==> config.mk <==
export PLATFORM = sky130hd
export DESIGN_NAME = ddr_retimer
export DESIGN_NICKNAME = d
export VERILOG_FILES = /design/src/rtl/ddr_pkg.sv /design/src/rtl/ddr_fifo.sv /design/src/rtl/ddr_retimer.sv
export SDC_FILE = /design/constraint.sdc
export NUM_CORES = 1
export LEC_CHECK = 0
export BUFFER_PORTS_ARGS = -buffer_cell sky130_fd_sc_hd__buf_2
export CORE_MARGIN = 3
export CORE_UTILIZATION = 58
export CTS_BUF_LIST = sky130_fd_sc_hd__clkbuf_4
export DETAILED_ROUTE_END_ITERATION = 6
export PLACE_DENSITY = 0.72
export RECOVER_POWER = 50
export SLEW_MARGIN = 20
export SYNTH_ARGS = -nofsm -noshare
export SYNTH_HDL_FRONTEND = slang
export SYNTH_SLANG_ARGS = --single-unit
==> constraint.sdc <==
create_clock -name i_clk -period 5.5 [get_ports i_clk]
set_clock_uncertainty 0.05 [all_clocks]
set_input_delay 0.275 -clock i_clk [delete_from_list [all_inputs] [get_ports i_clk]]
set_output_delay 0.275 -clock i_clk [all_outputs]
set_load 0.02 [all_outputs]
==> src/rtl/ddr_pkg.sv <==
// constants, register map and carrier types for the ddr sample input retimer
// assumes one 20 MHz clock and a byte-wide register port with a five-bit address
package ddr_pkg;

	// register offsets
	localparam logic [4:0] REG_DATA_CTRL = 5'h02;
	localparam logic [4:0] REG_CAL_ADDR  = 5'h10;
	localparam logic [4:0] REG_CAL_DATA  = 5'h11;
	localparam logic [4:0] REG_CAL_CMD   = 5'h12;
	localparam logic [4:0] REG_RETIMER   = 5'h14;
	localparam logic [4:0] REG_REVISION  = 5'h1f;

	// data control fields (offset 0x02)
	localparam int BIT_TWOS_FORMAT = 7;
	localparam int BIT_FIRST_CHAN  = 5;
	localparam int BIT_EDGE_SEL    = 4;
	localparam int BIT_EXT_DATA_CLOCK_IN_ENABLE      = 2;
	localparam int BIT_DCO_SINGLE  = 1;
	localparam int BIT_DCO_DOUBLE  = 0;
	localparam logic [7:0] DATA_CTRL_RST = 8'h04;

	// calibration command fields
	localparam int BIT_CAL_WRITE   = 3;
	localparam int BIT_CAL_READ    = 2;
	localparam int BIT_Q_CLEAR     = 1;
	localparam int BIT_I_CLEAR     = 0;

	// retimer register fields
	localparam int Q_PHASE_LSB     = 6;
	localparam int BIT_SEARCHING   = 4;
	localparam int BIT_REACQUIRE   = 3;
	localparam int BIT_FORCE       = 2;
	localparam int I_PHASE_LSB     = 0;

	// calibration store shape and uncalibrated default
	localparam int CAL_AW = 6;
	localparam int CAL_DW = 6;
	localparam logic [CAL_DW-1:0] CAL_DEFAULT = 6'h20;

	// timing: acquisition must finish within 128 clock cycles
	localparam int ACQ_LIMIT_CYC = 128;
	localparam int ACQ_CYC       = 64;

	// widest supported sample and carrier for one interleaved pair
	localparam int MAX_W = 14;
	typedef struct packed {
		logic [MAX_W-1:0] i_smp;
		logic [MAX_W-1:0] q_smp;
	} ddr_pair_s;

	// retimer acquisition states
	typedef enum logic [1:0] {ST_IDLE, ST_SEARCH, ST_LOCKED} ddr_acq_e;

endpackage

==> src/rtl/ddr_fifo.sv <==
// small synchronous fifo between sample capture and converter drain
// assumes one clock and a synchronous active-high reset
`timescale 1ns/1ps
`default_nettype none
module ddr_fifo #(
	parameter int W     = 28,
	parameter int DEPTH = 4
) (
	input  wire logic         i_clk,
	input  wire logic         i_srst,
	input  wire logic         i_in_valid,
	output logic              o_in_ready,
	input  wire logic [W-1:0] i_in_data,
	output logic              o_out_valid,
	input  wire logic         i_out_ready,
	output logic [W-1:0]      o_out_data
);
	localparam int AW = $clog2(DEPTH);

	logic [W-1:0]  mem_r [DEPTH];
	logic [AW-1:0] wr_ptr_r;
	logic [AW-1:0] rd_ptr_r;
	logic [AW:0]   count_r;
	wire           push = i_in_valid && o_in_ready;
	wire           pop  = o_out_valid && i_out_ready;

	// honest flags straight from the occupancy count
	assign o_in_ready  = (count_r != (AW+1)'(DEPTH));
	assign o_out_valid = (count_r != '0);
	assign o_out_data  = mem_r[rd_ptr_r];

	// pointers wrap at depth, which need not be a power of two
	always_ff @(posedge i_clk) begin
		if (i_srst) begin
			wr_ptr_r <= '0;
			rd_ptr_r <= '0;
			count_r  <= '0;
		end else begin
			if (push) begin
				mem_r[wr_ptr_r] <= i_in_data;
				wr_ptr_r <= (wr_ptr_r == AW'(DEPTH-1)) ? '0 : wr_ptr_r + 1'b1;
			end
			if (pop)
				rd_ptr_r <= (rd_ptr_r == AW'(DEPTH-1)) ? '0 : rd_ptr_r + 1'b1;
			count_r <= count_r + (AW+1)'(push) - (AW+1)'(pop);
		end
	end
endmodule
`default_nettype wire

==> src/rtl/ddr_retimer.sv <==
// ddr interleaved sample capture, retimer, calibration store and register file
// assumes data clock and sample bus pins are asynchronous to i_clk; register port is on i_clk
//
// Functional notes
// - write bit3 stores data word at address
// - write bit2 loads store word into data
// - write bit1 resets all Q coefficients
// - write bit0 resets all I coefficients
// - Q phase readonly unless forcing, then writable
// - searching bit high while acquiring, reset zero
// - rising edge on reacquire restarts acquisition
// - force bit makes I field drive both
// - I phase readonly unless forcing, then writable
// - fixed revision code at 0x1F
// - interleaved ddr pairs with qualifying data clock
// - sample width parameter: 8,10,12,14 bits
// - edge select picks rising or falling capture
// - first channel select orders I/Q in pair
// - format bit picks unsigned or twos complement
// - samples pass retimer before core register
// - dci enable clear uses converter clock
// - clock out bits drive derived data clock
// - edge select one: I rising, Q falling
// - acquisition clears searching within 128 cycles
// - phase codes map to retime phases 2,3,3,1
// - store access uses 0x10 address, 0x11 data
`timescale 1ns/1ps
`default_nettype none
module ddr_retimer #(
	parameter int          SAMPLE_W   = 14,
	parameter int          QTR_CYC    = 1,
	parameter int          FIFO_DEPTH = 4,
	parameter logic [7:0]  REVISION   = 8'h5c  // arbitrary value
) (
	input  wire logic                i_clk,
	input  wire logic                i_srst,
	input  wire logic                i_pin_config_mode,
	input  wire logic                i_data_clock_pin,
	input  wire logic [SAMPLE_W-1:0] i_sample_bus,
	input  wire logic                i_reg_wr,
	input  wire logic                i_reg_rd,
	input  wire logic [4:0]          i_reg_addr,
	input  wire logic [7:0]          i_reg_wdata,
	output logic      [7:0]          o_reg_rdata,
	output logic                     o_data_clock_out,
	output logic                     o_data_clock_oe,
	output logic                     o_core_valid,
	output logic      [SAMPLE_W-1:0] o_core_i,
	output logic      [SAMPLE_W-1:0] o_core_q,
	output logic      [1:0]          o_i_retime_phase,
	output logic      [1:0]          o_q_retime_phase,
	output logic                     o_overrun
);
	localparam int PW = 2 * ddr_pkg::MAX_W;

	// width check at elaboration: only the four documented widths
	if (!(SAMPLE_W == 8 || SAMPLE_W == 10 || SAMPLE_W == 12 || SAMPLE_W == 14)) begin : g_bad_width
		$error("unsupported sample width");
	end

	// phase code to retime phase number
	function automatic logic [1:0] retime_phase(input logic [1:0] code);
		case (code)
			2'b00:   retime_phase = 2'd2;
			2'b01:   retime_phase = 2'd3;
			2'b10:   retime_phase = 2'd3;
			default: retime_phase = 2'd1;
		endcase
	endfunction

	// format conversion towards offset binary
	function automatic logic [SAMPLE_W-1:0] to_offset(input logic [SAMPLE_W-1:0] s, input logic twos);
		to_offset = twos ? {~s[SAMPLE_W-1], s[SAMPLE_W-2:0]} : s;
	endfunction

	////////////////////////////////////////////////////////////////////////////
	// registers
	logic [7:0]                 data_ctrl_r;
	logic [ddr_pkg::CAL_AW-1:0] cal_addr_r;
	logic [ddr_pkg::CAL_DW-1:0] cal_data_r;
	logic [ddr_pkg::CAL_DW-1:0] cal_mem_r [2**ddr_pkg::CAL_AW];
	logic                       force_r;
	logic                       reacq_r;
	logic [1:0]                 i_force_r;
	logic [1:0]                 q_force_r;
	logic [1:0]                 i_auto_r;
	logic [1:0]                 q_auto_r;
	logic                       searching_r;

	// address decode for writes only; the read mux compares the address itself
	wire wr_ctrl = i_reg_wr && i_reg_addr == ddr_pkg::REG_DATA_CTRL;
	wire wr_addr = i_reg_wr && i_reg_addr == ddr_pkg::REG_CAL_ADDR;
	wire wr_data = i_reg_wr && i_reg_addr == ddr_pkg::REG_CAL_DATA;
	wire wr_cmd  = i_reg_wr && i_reg_addr == ddr_pkg::REG_CAL_CMD;
	wire wr_ret  = i_reg_wr && i_reg_addr == ddr_pkg::REG_RETIMER;

	// command strobes last one cycle and are never stored
	wire cmd_write = wr_cmd && i_reg_wdata[ddr_pkg::BIT_CAL_WRITE];
	wire cmd_read  = wr_cmd && i_reg_wdata[ddr_pkg::BIT_CAL_READ];
	wire cmd_q_clr = wr_cmd && i_reg_wdata[ddr_pkg::BIT_Q_CLEAR];
	wire cmd_i_clr = wr_cmd && i_reg_wdata[ddr_pkg::BIT_I_CLEAR];

	// pin mode ignores software settings and runs defaults
	wire [7:0] ctrl      = i_pin_config_mode ? ddr_pkg::DATA_CTRL_RST : data_ctrl_r;
	wire       twos      = ctrl[ddr_pkg::BIT_TWOS_FORMAT];
	wire       i_first   = ctrl[ddr_pkg::BIT_FIRST_CHAN];
	wire       edge_sel  = ctrl[ddr_pkg::BIT_EDGE_SEL];
	wire       ext_data_clock_in_enable    = ctrl[ddr_pkg::BIT_EXT_DATA_CLOCK_IN_ENABLE];
	wire       dco_sgl   = ctrl[ddr_pkg::BIT_DCO_SINGLE];
	wire       dco_dbl   = ctrl[ddr_pkg::BIT_DCO_DOUBLE];
	wire       force_eff = force_r && !i_pin_config_mode;

	// phase fields follow the force bit being written in the same access
	wire       wr_force  = wr_ret && i_reg_wdata[ddr_pkg::BIT_FORCE];
	wire       reacq_req = wr_ret && i_reg_wdata[ddr_pkg::BIT_REACQUIRE] && !reacq_r;

	// chosen phases: forced I field drives both retimers
	wire [1:0] i_code = force_eff ? i_force_r : i_auto_r;
	wire [1:0] q_code = force_eff ? i_force_r : q_auto_r;
	wire [1:0] q_rd   = force_eff ? q_force_r : q_auto_r;

	// cal store upper half holds Q coefficients, lower half holds I
	always_ff @(posedge i_clk) begin
		if (i_srst) begin
			data_ctrl_r <= ddr_pkg::DATA_CTRL_RST;
			cal_addr_r  <= '0;
			cal_data_r  <= '0;
			force_r     <= 1'b0;
			reacq_r     <= 1'b0;
			i_force_r   <= 2'b00;
			q_force_r   <= 2'b00;
		end else begin
			if (wr_ctrl)
				data_ctrl_r <= i_reg_wdata;
			if (wr_addr)
				cal_addr_r <= i_reg_wdata[ddr_pkg::CAL_AW-1:0];
			if (wr_data)
				cal_data_r <= i_reg_wdata[ddr_pkg::CAL_DW-1:0];
			else if (cmd_read)
				cal_data_r <= cal_mem_r[cal_addr_r];
			if (wr_ret) begin
				force_r <= i_reg_wdata[ddr_pkg::BIT_FORCE];
				reacq_r <= i_reg_wdata[ddr_pkg::BIT_REACQUIRE];
			end
			if (wr_force) begin
				i_force_r <= i_reg_wdata[ddr_pkg::I_PHASE_LSB +: 2];
				q_force_r <= i_reg_wdata[ddr_pkg::Q_PHASE_LSB +: 2];
			end
		end
	end

	// coefficient store: clears act on whole halves and win over a write to the same word
	always_ff @(posedge i_clk) begin
		for (int k = 0; k < 2**ddr_pkg::CAL_AW; k++) begin
			if (i_srst || (cmd_i_clr && k < 2**(ddr_pkg::CAL_AW-1))
			    || (cmd_q_clr && k >= 2**(ddr_pkg::CAL_AW-1)))
				cal_mem_r[k] <= ddr_pkg::CAL_DEFAULT;
			else if (cmd_write && cal_addr_r == ddr_pkg::CAL_AW'(k))
				cal_mem_r[k] <= cal_data_r;
		end
	end

	// read mux; command register reads zero, unmapped offsets read zero
	logic [7:0] rd_mux;
	assign rd_mux =
		(i_reg_addr == ddr_pkg::REG_DATA_CTRL) ? data_ctrl_r :
		(i_reg_addr == ddr_pkg::REG_CAL_ADDR)  ? 8'(cal_addr_r) :
		(i_reg_addr == ddr_pkg::REG_CAL_DATA)  ? 8'(cal_data_r) :
		(i_reg_addr == ddr_pkg::REG_RETIMER)   ? {q_rd, 1'b0, searching_r, reacq_r, force_r, i_code} :
		(i_reg_addr == ddr_pkg::REG_REVISION)  ? REVISION : 8'h00;

	////////////////////////////////////////////////////////////////////////////
	// converter clock from a quarter-period divider; clock outputs derived from it
	logic [15:0] qdiv_r;
	logic [1:0]  quad_r;
	logic        dbl_clk_r;
	wire         qtick     = (qdiv_r == 16'(QTR_CYC - 1));
	wire         conv_tick = qtick && quad_r == 2'd3;  // converter clock rising
	wire         conv_lvl  = !quad_r[1];

	always_ff @(posedge i_clk) begin
		if (i_srst) begin
			qdiv_r    <= '0;
			quad_r    <= 2'd0;
			dbl_clk_r <= 1'b0;
		end else begin
			qdiv_r <= qtick ? '0 : qdiv_r + 1'b1;
			if (qtick) begin
				quad_r    <= quad_r + 1'b1;
				dbl_clk_r <= ~dbl_clk_r;
			end
		end
	end

	// driver: single follows converter clock, double runs at twice it
	always_ff @(posedge i_clk) begin
		if (i_srst) begin
			o_data_clock_out <= 1'b0;
			o_data_clock_oe  <= 1'b0;
		end else begin
			o_data_clock_oe  <= dco_sgl || dco_dbl;
			o_data_clock_out <= dco_dbl ? dbl_clk_r : (dco_sgl && conv_lvl);
		end
	end

	////////////////////////////////////////////////////////////////////////////
	// pin synchronisers: two flops before any logic reads clock or bus
	logic                dck_s1_r, dck_s2_r, dck_s3_r;
	logic [SAMPLE_W-1:0] bus_s1_r, bus_s2_r;
	logic                conv_d_r;
	always_ff @(posedge i_clk) begin
		dck_s1_r <= i_data_clock_pin;
		dck_s2_r <= dck_s1_r;
		dck_s3_r <= dck_s2_r;
		bus_s1_r <= i_sample_bus;
		bus_s2_r <= bus_s1_r;
		conv_d_r <= conv_lvl;
	end

	// capture clock: external pin or converter clock when input is disabled
	wire cap_now  = ext_data_clock_in_enable ? dck_s2_r : conv_lvl;
	wire cap_prev = ext_data_clock_in_enable ? dck_s3_r : conv_d_r;
	wire rise     = cap_now && !cap_prev;
	wire fall     = !cap_now && cap_prev;
	// edge select one: I on rising, Q on falling; zero swaps them
	wire take_i   = edge_sel ? rise : fall;
	wire take_q   = edge_sel ? fall : rise;
	// the pair completes on the channel that comes second
	wire pair_end = i_first ? take_q : take_i;

	logic [SAMPLE_W-1:0] i_hold_r, q_hold_r;
	logic                push_r;
	ddr_pkg::ddr_pair_s  push_pair_r;
	logic                fifo_in_ready;
	always_ff @(posedge i_clk) begin
		if (i_srst) begin
			i_hold_r  <= '0;
			q_hold_r  <= '0;
			push_r    <= 1'b0;
			o_overrun <= 1'b0;
		end else begin
			if (take_i)
				i_hold_r <= to_offset(bus_s2_r, twos);
			if (take_q)
				q_hold_r <= to_offset(bus_s2_r, twos);
			// a full fifo stalls the pending pair; a new pair arriving while it waits is dropped and flagged
			if (pair_end && !(push_r && !fifo_in_ready)) begin
				push_r            <= 1'b1;
				push_pair_r.i_smp <= ddr_pkg::MAX_W'(take_i ? to_offset(bus_s2_r, twos) : i_hold_r);
				push_pair_r.q_smp <= ddr_pkg::MAX_W'(take_q ? to_offset(bus_s2_r, twos) : q_hold_r);
			end else if (fifo_in_ready) begin
				push_r <= 1'b0;
			end
			if (pair_end && push_r && !fifo_in_ready)
				o_overrun <= 1'b1;
			else if (wr_ctrl)
				o_overrun <= 1'b0;
		end
	end

	////////////////////////////////////////////////////////////////////////////
	// retimer fifo towards the converter domain
	logic                    fifo_out_valid;
	logic [PW-1:0]           fifo_out_data;
	ddr_pkg::ddr_pair_s      pop_pair;
	wire                     drain = conv_tick && !searching_r;
	assign pop_pair = fifo_out_data;

	ddr_fifo #(.W(PW), .DEPTH(FIFO_DEPTH)) u_fifo (
		.i_clk       (i_clk),
		.i_srst      (i_srst),
		.i_in_valid  (push_r),
		.o_in_ready  (fifo_in_ready),
		.i_in_data   (push_pair_r),
		.o_out_valid (fifo_out_valid),
		.i_out_ready (drain),
		.o_out_data  (fifo_out_data)
	);

	// core register loads only on converter ticks after lock
	always_ff @(posedge i_clk) begin
		if (i_srst) begin
			o_core_valid <= 1'b0;
			o_core_i     <= '0;
			o_core_q     <= '0;
		end else begin
			o_core_valid <= drain && fifo_out_valid;
			if (drain && fifo_out_valid) begin
				o_core_i <= pop_pair.i_smp[SAMPLE_W-1:0];
				o_core_q <= pop_pair.q_smp[SAMPLE_W-1:0];
			end
		end
	end

	////////////////////////////////////////////////////////////////////////////
	// acquisition: measure quadrant of data edge against converter clock
	ddr_pkg::ddr_acq_e st_r;
	logic [7:0]        acq_cnt_r;
	logic [1:0]        meas_r;
	logic              boot_r;
	wire               acq_done = acq_cnt_r == 8'(ddr_pkg::ACQ_CYC - 1);

	always_ff @(posedge i_clk) begin
		if (i_srst) begin
			st_r        <= ddr_pkg::ST_IDLE;
			searching_r <= 1'b0;
			boot_r      <= 1'b1;
			acq_cnt_r   <= '0;
			meas_r      <= 2'b00;
			i_auto_r    <= 2'b00;
			q_auto_r    <= 2'b00;
			o_i_retime_phase <= 2'd0;
			o_q_retime_phase <= 2'd0;
		end else begin
			boot_r <= 1'b0;
			o_i_retime_phase <= retime_phase(i_code);
			o_q_retime_phase <= retime_phase(q_code);
			if (rise)
				meas_r <= quad_r;
			if (boot_r || reacq_req) begin
				st_r        <= ddr_pkg::ST_SEARCH;
				searching_r <= 1'b1;
				acq_cnt_r   <= '0;
			end else begin
				case (st_r)
					ddr_pkg::ST_SEARCH: begin
						acq_cnt_r <= acq_cnt_r + 1'b1;
						if (acq_done) begin
							st_r        <= ddr_pkg::ST_LOCKED;
							searching_r <= 1'b0;
							i_auto_r    <= meas_r;
							q_auto_r    <= meas_r;
						end
					end
					ddr_pkg::ST_LOCKED: st_r <= ddr_pkg::ST_LOCKED;
					ddr_pkg::ST_IDLE:   st_r <= ddr_pkg::ST_IDLE;
					default:            st_r <= ddr_pkg::ST_IDLE;
				endcase
			end
		end
	end

	// read data registered one cycle after the read strobe
	always_ff @(posedge i_clk) begin
		if (i_srst)
			o_reg_rdata <= 8'h00;
		else if (i_reg_rd)
			o_reg_rdata <= rd_mux;
	end

	////////////////////////////////////////////////////////////////////////////
	// checks
	logic [7:0] srch_len_r;
	always_ff @(posedge i_clk) begin
		if (i_srst || !searching_r)
			srch_len_r <= '0;
		else
			srch_len_r <= srch_len_r + 1'b1;
	end

	a_search_bound: assert property (@(posedge i_clk) disable iff (i_srst)
		srch_len_r < 8'(ddr_pkg::ACQ_LIMIT_CYC)) else $error("searching exceeded 128 cycles");
	a_reacq_restart: assert property (@(posedge i_clk) disable iff (i_srst)
		reacq_req |=> searching_r) else $error("reacquire did not restart search");
	a_reset_search: assert property (@(posedge i_clk)
		i_srst |=> !searching_r) else $error("searching not zero after reset");
	a_no_drain_srch: assert property (@(posedge i_clk) disable iff (i_srst)
		searching_r |=> !o_core_valid) else $error("core loaded while searching");
	a_force_both: assert property (@(posedge i_clk) disable iff (i_srst)
		force_eff |=> o_q_retime_phase == o_i_retime_phase) else $error("forced phases differ");
	a_phase_map: assert property (@(posedge i_clk) disable iff (i_srst)
		(i_code == 2'b00) |=> o_i_retime_phase == 2'd2) else $error("phase code 00 not phase 2");
	a_cal_write: assert property (@(posedge i_clk) disable iff (i_srst)
		(cmd_write && !cmd_i_clr && !cmd_q_clr) |=> cal_mem_r[$past(cal_addr_r)] == $past(cal_data_r))
		else $error("store write lost");
	a_cal_read: assert property (@(posedge i_clk) disable iff (i_srst)
		(cmd_read && !wr_data) |=> cal_data_r == $past(cal_mem_r[cal_addr_r])) else $error("store read lost");
	a_i_clear: assert property (@(posedge i_clk) disable iff (i_srst)
		cmd_i_clr |=> cal_mem_r[0] == ddr_pkg::CAL_DEFAULT) else $error("I coefficients not cleared");
	a_q_clear: assert property (@(posedge i_clk) disable iff (i_srst)
		cmd_q_clr |=> cal_mem_r[2**ddr_pkg::CAL_AW-1] == ddr_pkg::CAL_DEFAULT) else $error("Q not cleared");
	a_cmd_reads0: assert property (@(posedge i_clk) disable iff (i_srst)
		(i_reg_rd && i_reg_addr == ddr_pkg::REG_CAL_CMD) |=> o_reg_rdata == 8'h00) else $error("command nonzero");
	a_revision: assert property (@(posedge i_clk) disable iff (i_srst)
		(i_reg_rd && i_reg_addr == ddr_pkg::REG_REVISION) |=> o_reg_rdata == REVISION) else $error("bad revision");
	a_dco_enable: assert property (@(posedge i_clk) disable iff (i_srst)
		(dco_sgl || dco_dbl) |=> o_data_clock_oe) else $error("clock output not enabled");
endmodule
`default_nettype wire

* After elaboration in Yosys (flattened, before gate mapping)
Memories as Yosys holds them, arrays and structs flattened. A register that Yosys moved wholly into a read port is not among the register bits.
Cells that the tools add are included.
** Storage, ports and cells
- Bits in registers :: 171
- RAM bits :: 496
- Logic and storage cells :: 607
- Memories kept :: 2
** Operators by class
- $add $sub $neg :: 7
- Equal/unequal tests :: 80
- Muxes and demuxes :: 298
- Bitwise gates (word level) :: 68
- Reduce and logical (&&, ||, !) cells :: 115
** Memory list
- cal_mem_r :: depth 64, bits a word 6, read ports 1, clocked after memory_dff 1, wr ports 64, line ddr_retimer.sv:81 : logic [ddr_pkg::CAL_DW-1:0] cal_mem_r [2**ddr_pkg::CAL_AW];
- u_fifo.mem_r :: depth 4, bits a word 28, read ports 1, clocked after memory_dff 1, wr ports 1, line ddr_fifo.sv:20 : logic [W-1:0] mem_r [DEPTH];
** Operators with widths (number)
- $mux W6 :: 68
- $mux W1 :: 214
- $eq A6 B6 Y1 const B :: 32
- $eq A6 B5 Y1 const B :: 16
- $logic_and A1 B1 Y1 :: 88
- $or A1 B1 Y1 :: 64
- $eq A6 B4 Y1 const B :: 8
- $mux W14 :: 3
- $mux W8 :: 5
- $eq A5 B5 Y1 const B :: 5
- $eq A6 B3 Y1 const B :: 4
- $add A16 B1 Y16 const B :: 1
- $logic_not A16 Y1 :: 1
- $eq A6 B2 Y1 const B :: 2
- $eq A2 B2 Y1 const B :: 5
- $mux W2 :: 5
- $reduce_bool A2 Y1 :: 5
- $add A8 B1 Y8 const B :: 1
- $eq A8 B6 Y1 const B :: 1
- $logic_not A1 Y1 :: 8
- $pmux W2 S2 :: 2
- $mux W7 :: 1
- $add A2 B1 Y2 const B :: 3
- $eq A6 B1 Y1 const B :: 1
- 14 further kinds :: 25

* Depth between registers and ports, before layout
- Depth after elaboration :: 9
- Gate-level depth with buffers :: 15
- Depth with buffers taken out :: 13

* Modules after synthesis
Synthesis repeated with hierarchy kept, for this count alone.
** Unflattened totals
- Cell total of the unflattened synthesis :: 2207
- Area, all modules :: 29806.1 µm²
** By module, submodules not included
- ddr_retimer :: times used 1, cells each 2013, area an instance 25275.5 µm²
- ddr_fifo :: times used 1, cells each 194, area an instance 4530.6 µm²

* Worst setup path after synthesis
No wires, ideal clock.
- Kind :: flip-flop to flip-flop
- Start point :: reg quad_r[1]
- End point :: reg push_pair_r[0] in the netlist's numbering (enable)
- Setup time :: 0.454 ns
- Data arrival time :: 3.790 ns
- Slack :: 1.206 ns
- Stages on the path, launching flop included :: 7
- Buffers on the path :: 2
- Clock period less this slack :: 4.294 ns
- Path through :: dfxtp_1 or2_2 mux4_2 buf_2 buf_6 mux2_2 nor3b_1
** Between the ends
- Word-level cells in the longest chain between the ends :: 8
- Elaborated cells between the ends (all ways) :: 10
- Those cells by class :: mux: 4; reduce/logical: 6
** RTL lines
- start: declaration :: line ddr_retimer.sv:175 : logic [1:0] quad_r;
- start signal: assignment :: line ddr_retimer.sv:189 : quad_r <= quad_r + 1'b1;
- $logic_not A1 Y1 (*) :: line ddr_retimer.sv:179 : wire conv_lvl = !quad_r[1];
- $mux W1 (*) :: line ddr_retimer.sv:221 : wire cap_now = ext_data_clock_in_enable ? dck_s2_r : conv_lvl;
- $logic_not A1 Y1 :: line ddr_retimer.sv:224 : wire fall = !cap_now && cap_prev;
- $logic_and A1 B1 Y1 :: line ddr_retimer.sv:224
- $mux W1 (on tied branches) :: line ddr_retimer.sv:226, ddr_retimer.sv:227
- $mux W1 (*) :: line ddr_retimer.sv:229 : wire pair_end = i_first ? take_q : take_i;
- $logic_and A1 B1 Y1 (*) :: line ddr_retimer.sv:247 : if (pair_end && !(push_r && !fifo_in_ready)) begin
- $reduce_and A2 Y1 (no source line) (*)
- end: declaration :: line ddr_retimer.sv:233 : ddr_pkg::ddr_pair_s push_pair_r;
Every way passes the cells marked *; elsewhere a longest branch is shown, timed or not.
A chain may end at the register's enable or synchronous reset.

==> results by group <==
Drt
  – Post-route DRC: 0
  – Antenna viol nets, final: 0
  – Initial DRC Count: 1640
  – Routed length per instance: 22.3 um
  – DR pass1 iterations: 7
  – Vias: 18507
  – Via density per instance: 5.94
  – Detailed Route WL: 69600 um

Power and ir drop
  – Net switching power: 0.00238 W
  – Power Dens Cells: 319 mW/mm^2
  – Clk network pwr share: 41.1%
  – Internal Pwr Total: 0.00822 W
  – Flop pwr share: 55.3%
  – Worst ir drop on vdd: 0.000263 V
  – Switching share of total power: 22.5%
  – Comb pwr share: 3.5%
  – Pleak: 11.2 nW

CTS
  – Clock Path Buffers: 3
  – Clock sinks: 701
  – Root Buffer: clkbuf_4
  – Hold_buf cts: 70
  – Cts bufs inserted: 174
  – Post-CTS setup buffer count: 0
  – Clock tree from TritonCTS: yes
  – Htree depth: 4
  – Post_cts resized: 0
  – Clock transition at the registers of the reported paths: 0.06 ns
  – Clk_lat worst skew: 1.07 ns

Yosys
  – Most frequent cells after synthesis: 524 x edfxtp_1, 352 x and2_1, 177 x dfxtp_1
  – Mapped Area: 0.0295 sq mm
  – Synth top area cells: edfxtp_1 53%, dfxtp_1 12%, mux4_2 9.8%
  – Async SR Flop Fraction: 0%
  – Dominant synthesized flop cell: edfxtp_1
  – EDFF count, synth: 524
  – Area leader, netlist: edfxtp_1
  – Seq/Total Area, Yosys: 65.3%
  – Top-area cell type share of the netlist area: 53.3%
  – #FFs+latches synth: 701
  – Yosys warnings: 0
  – Syn Inst Count: 2105
  – Unique masters post-synth: 57
  – Most frequent cell after synthesis: edfxtp_1
  – Post-synth net total: 2151
  – Mean Syn Cell Area: 14.0 sq um

Place
  – RD Place Congestion: 0.880
  – Post-DP HPWL: 42600 um
  – Buffers on Ports: 76

Layout
  – Area grow syn2layout: 12.4%
  – Nets: 2342
  – Ratio of cells with drive above 1 in the final layout: 19.6%

Timing
  – Actual slew at the worst max-slew pin: 1.96 ns
  – Hold Vio Cnt, Final: 0
  – Worst hold slack: 0.109 ns
  – Slew Limit Fails: 135
  – Fin crit share: 79.1%
  – RSZ-0062 raised after global routing: no
  – Minimum clock period: 4.35 ns
  – FMAX: 0.230 GHz
  – Endpoints failing setup: 0
  – Max-slew headroom: -30.9%
  – Final TNS setup: 0 ns

Setup path
  – Setup crit end kind: register
  – CP Data Required Time: 6.18 ns
  – Startpoint types: input port
  – Setup Crit Path Kind: input port to register
  – Crit. Startpoint: i_reg_addr[0]
  – Worst flop-to-flop path startpoint: qdiv_r[0]$_SDFF_PP0_
  – Crit path max fanout: 28
  – Arrival @ worst endpoint: 5.03 ns

Outcome
  – Run status: complete, but fails checks
  – Failing checks: capacitance limit, slew limit

Die
  – Die Ht: 232 um
  – Number of top-level pins: 77
  – Starting Density: 58.8%
  – Row cnt: 82
  – Die X-Extent: 232 um
  – Core ar.: 0.0503 sq mm
  – Die ar.: 0.0537 sq mm

Hold path
  – Hold_sp: i_reg_wdata[1]
  – Worst hold path type: input port to register

Global route
  – Gr ovfl total: 0
  – First-pass GRT wire length: 108000 um
  – Vias in the first global route: 19013
  – Tot GR Track Use: 26.6%
  – Largest net degree at the start of global routing: 83
  – Initial antenna violation count: 4

Flow run
  – Max cap viols: 5
==> through the flow <==
stage | instances | total power [W] | area, sq um | setup WS (ns) | util (%)
6_report | 3116 | 0.0106 | 33200 | 1.15 | 66.1
5_1_grt | 3116 | 0.0110 | 33200 | 0.867 | 66.1
4_1_cts | 3107 | 0.0107 | 33300 | 1.77 | 66.3
3_5_place_dp | 2721 | 0.00632 | 30400 | 1.77 | 60.4
3_3_place_gp | 2721 | 0.00631 | 30400 | 1.88 | 60.4
2_1_floorplan | 2105 | 0.00618 | 29500 | 1.21 | -
==> worst max-delay path: stages <==
cell,delay (ns)
dlygate4sd3_1,0.54
clkbuf_1,0.32
nor3b_1,0.83
a31oi_1,0.74
clkbuf_1,0.55
nand3_1,0.29
clkbuf_1,0.92
nor2_1,0.27
and2_1,0.26
==> final timing paths <==
kind	end	slack, ns	cells after the start
setup reg to reg	u_fifo.count_r[2]$_SDFF_PP0_	1.25	14
hold reg to reg	bus_s2_r[13]$_DFF_P_	0.28	0
setup / recovery	cal_mem_r[54][0]$_SDFFCE_PN0P_	1.15	9
hold / removal	data_ctrl_r[1]$_SDFFE_PP0P_	0.11	4
==> flip-flops by register name, indices dropped and copies added, names as in the netlist, 8 cells and up, named ones only <==
name          count
qdiv_r           16
o_core_i         14
q_hold_r         14
push_pair_r      28
bus_s1_r         14
u_fifo.mem_r    112
acq_cnt_r         8
o_core_q         14
i_hold_r         14
data_ctrl_r       8
o_reg_rdata       8
bus_s2_r         14
cal_mem_r       384
==> final cells by class <==
class	instances	area, sq um
Sequential cell	701	19300
Clock buffer	255	1910
Tap cell	672	841
Fill cell	3660	17100
Inverter	18	67.6
Antenna cell	8	20.0
Clock inverter	61	348
Multi-Input combinational cell	1227	9520
Timing Repair Buffer	174	1210
==> kinds of logic after synthesis <==
family                   share of synthesized area (%)
flip-flops                                        65.3
XOR/XNOR                                         0.771
AND/OR/NAND/NOR                                   14.6
AO/OA/AOI/OAI                                     3.86
adder cells (fa/ha/maj)                          0.576
multiplexers                                      12.4
buffers and inverters                             2.48
==> cells in the final DEF (no fill, tap or decap), drive strengths merged, types with 20 or more instances in the layout <==
master,Yosys,routed
clkinv,0,52
o21ai,71,71
nand3,26,26
mux2,30,30
clkbuf,119,316
nand2,111,111
mux4,128,128
or3,68,68
dfxtp,177,177
dlygate4sd3,0,70
edfxtp,524,524
nor2,146,146
a21oi,60,60
buf,40,43
inv,18,20
mux2i,45,45
and2,352,352
==> per-layer routing <==
layer	GRT usage [%]	share of wire (%)
met1	35.6	41
met5	0	0.019
met2	42.3	48
met4	11.1	2.8
met3	6.61	9.1
==> power groups by stage <==
stage / sequential (W) / combinational [W] / clock, W
floorplan: 0.00595 / 0.000230 / 0
global placement: 0.00597 / 0.000335 / 0
detailed placement: 0.00598 / 0.000343 / 0
CTS: 0.00587 / 0.000377 / 0.00444
global route: 0.00588 / 0.000404 / 0.00473
finish: 0.00587 / 0.000374 / 0.00436
Note: power is estimated with default switching activity, not from simulation.
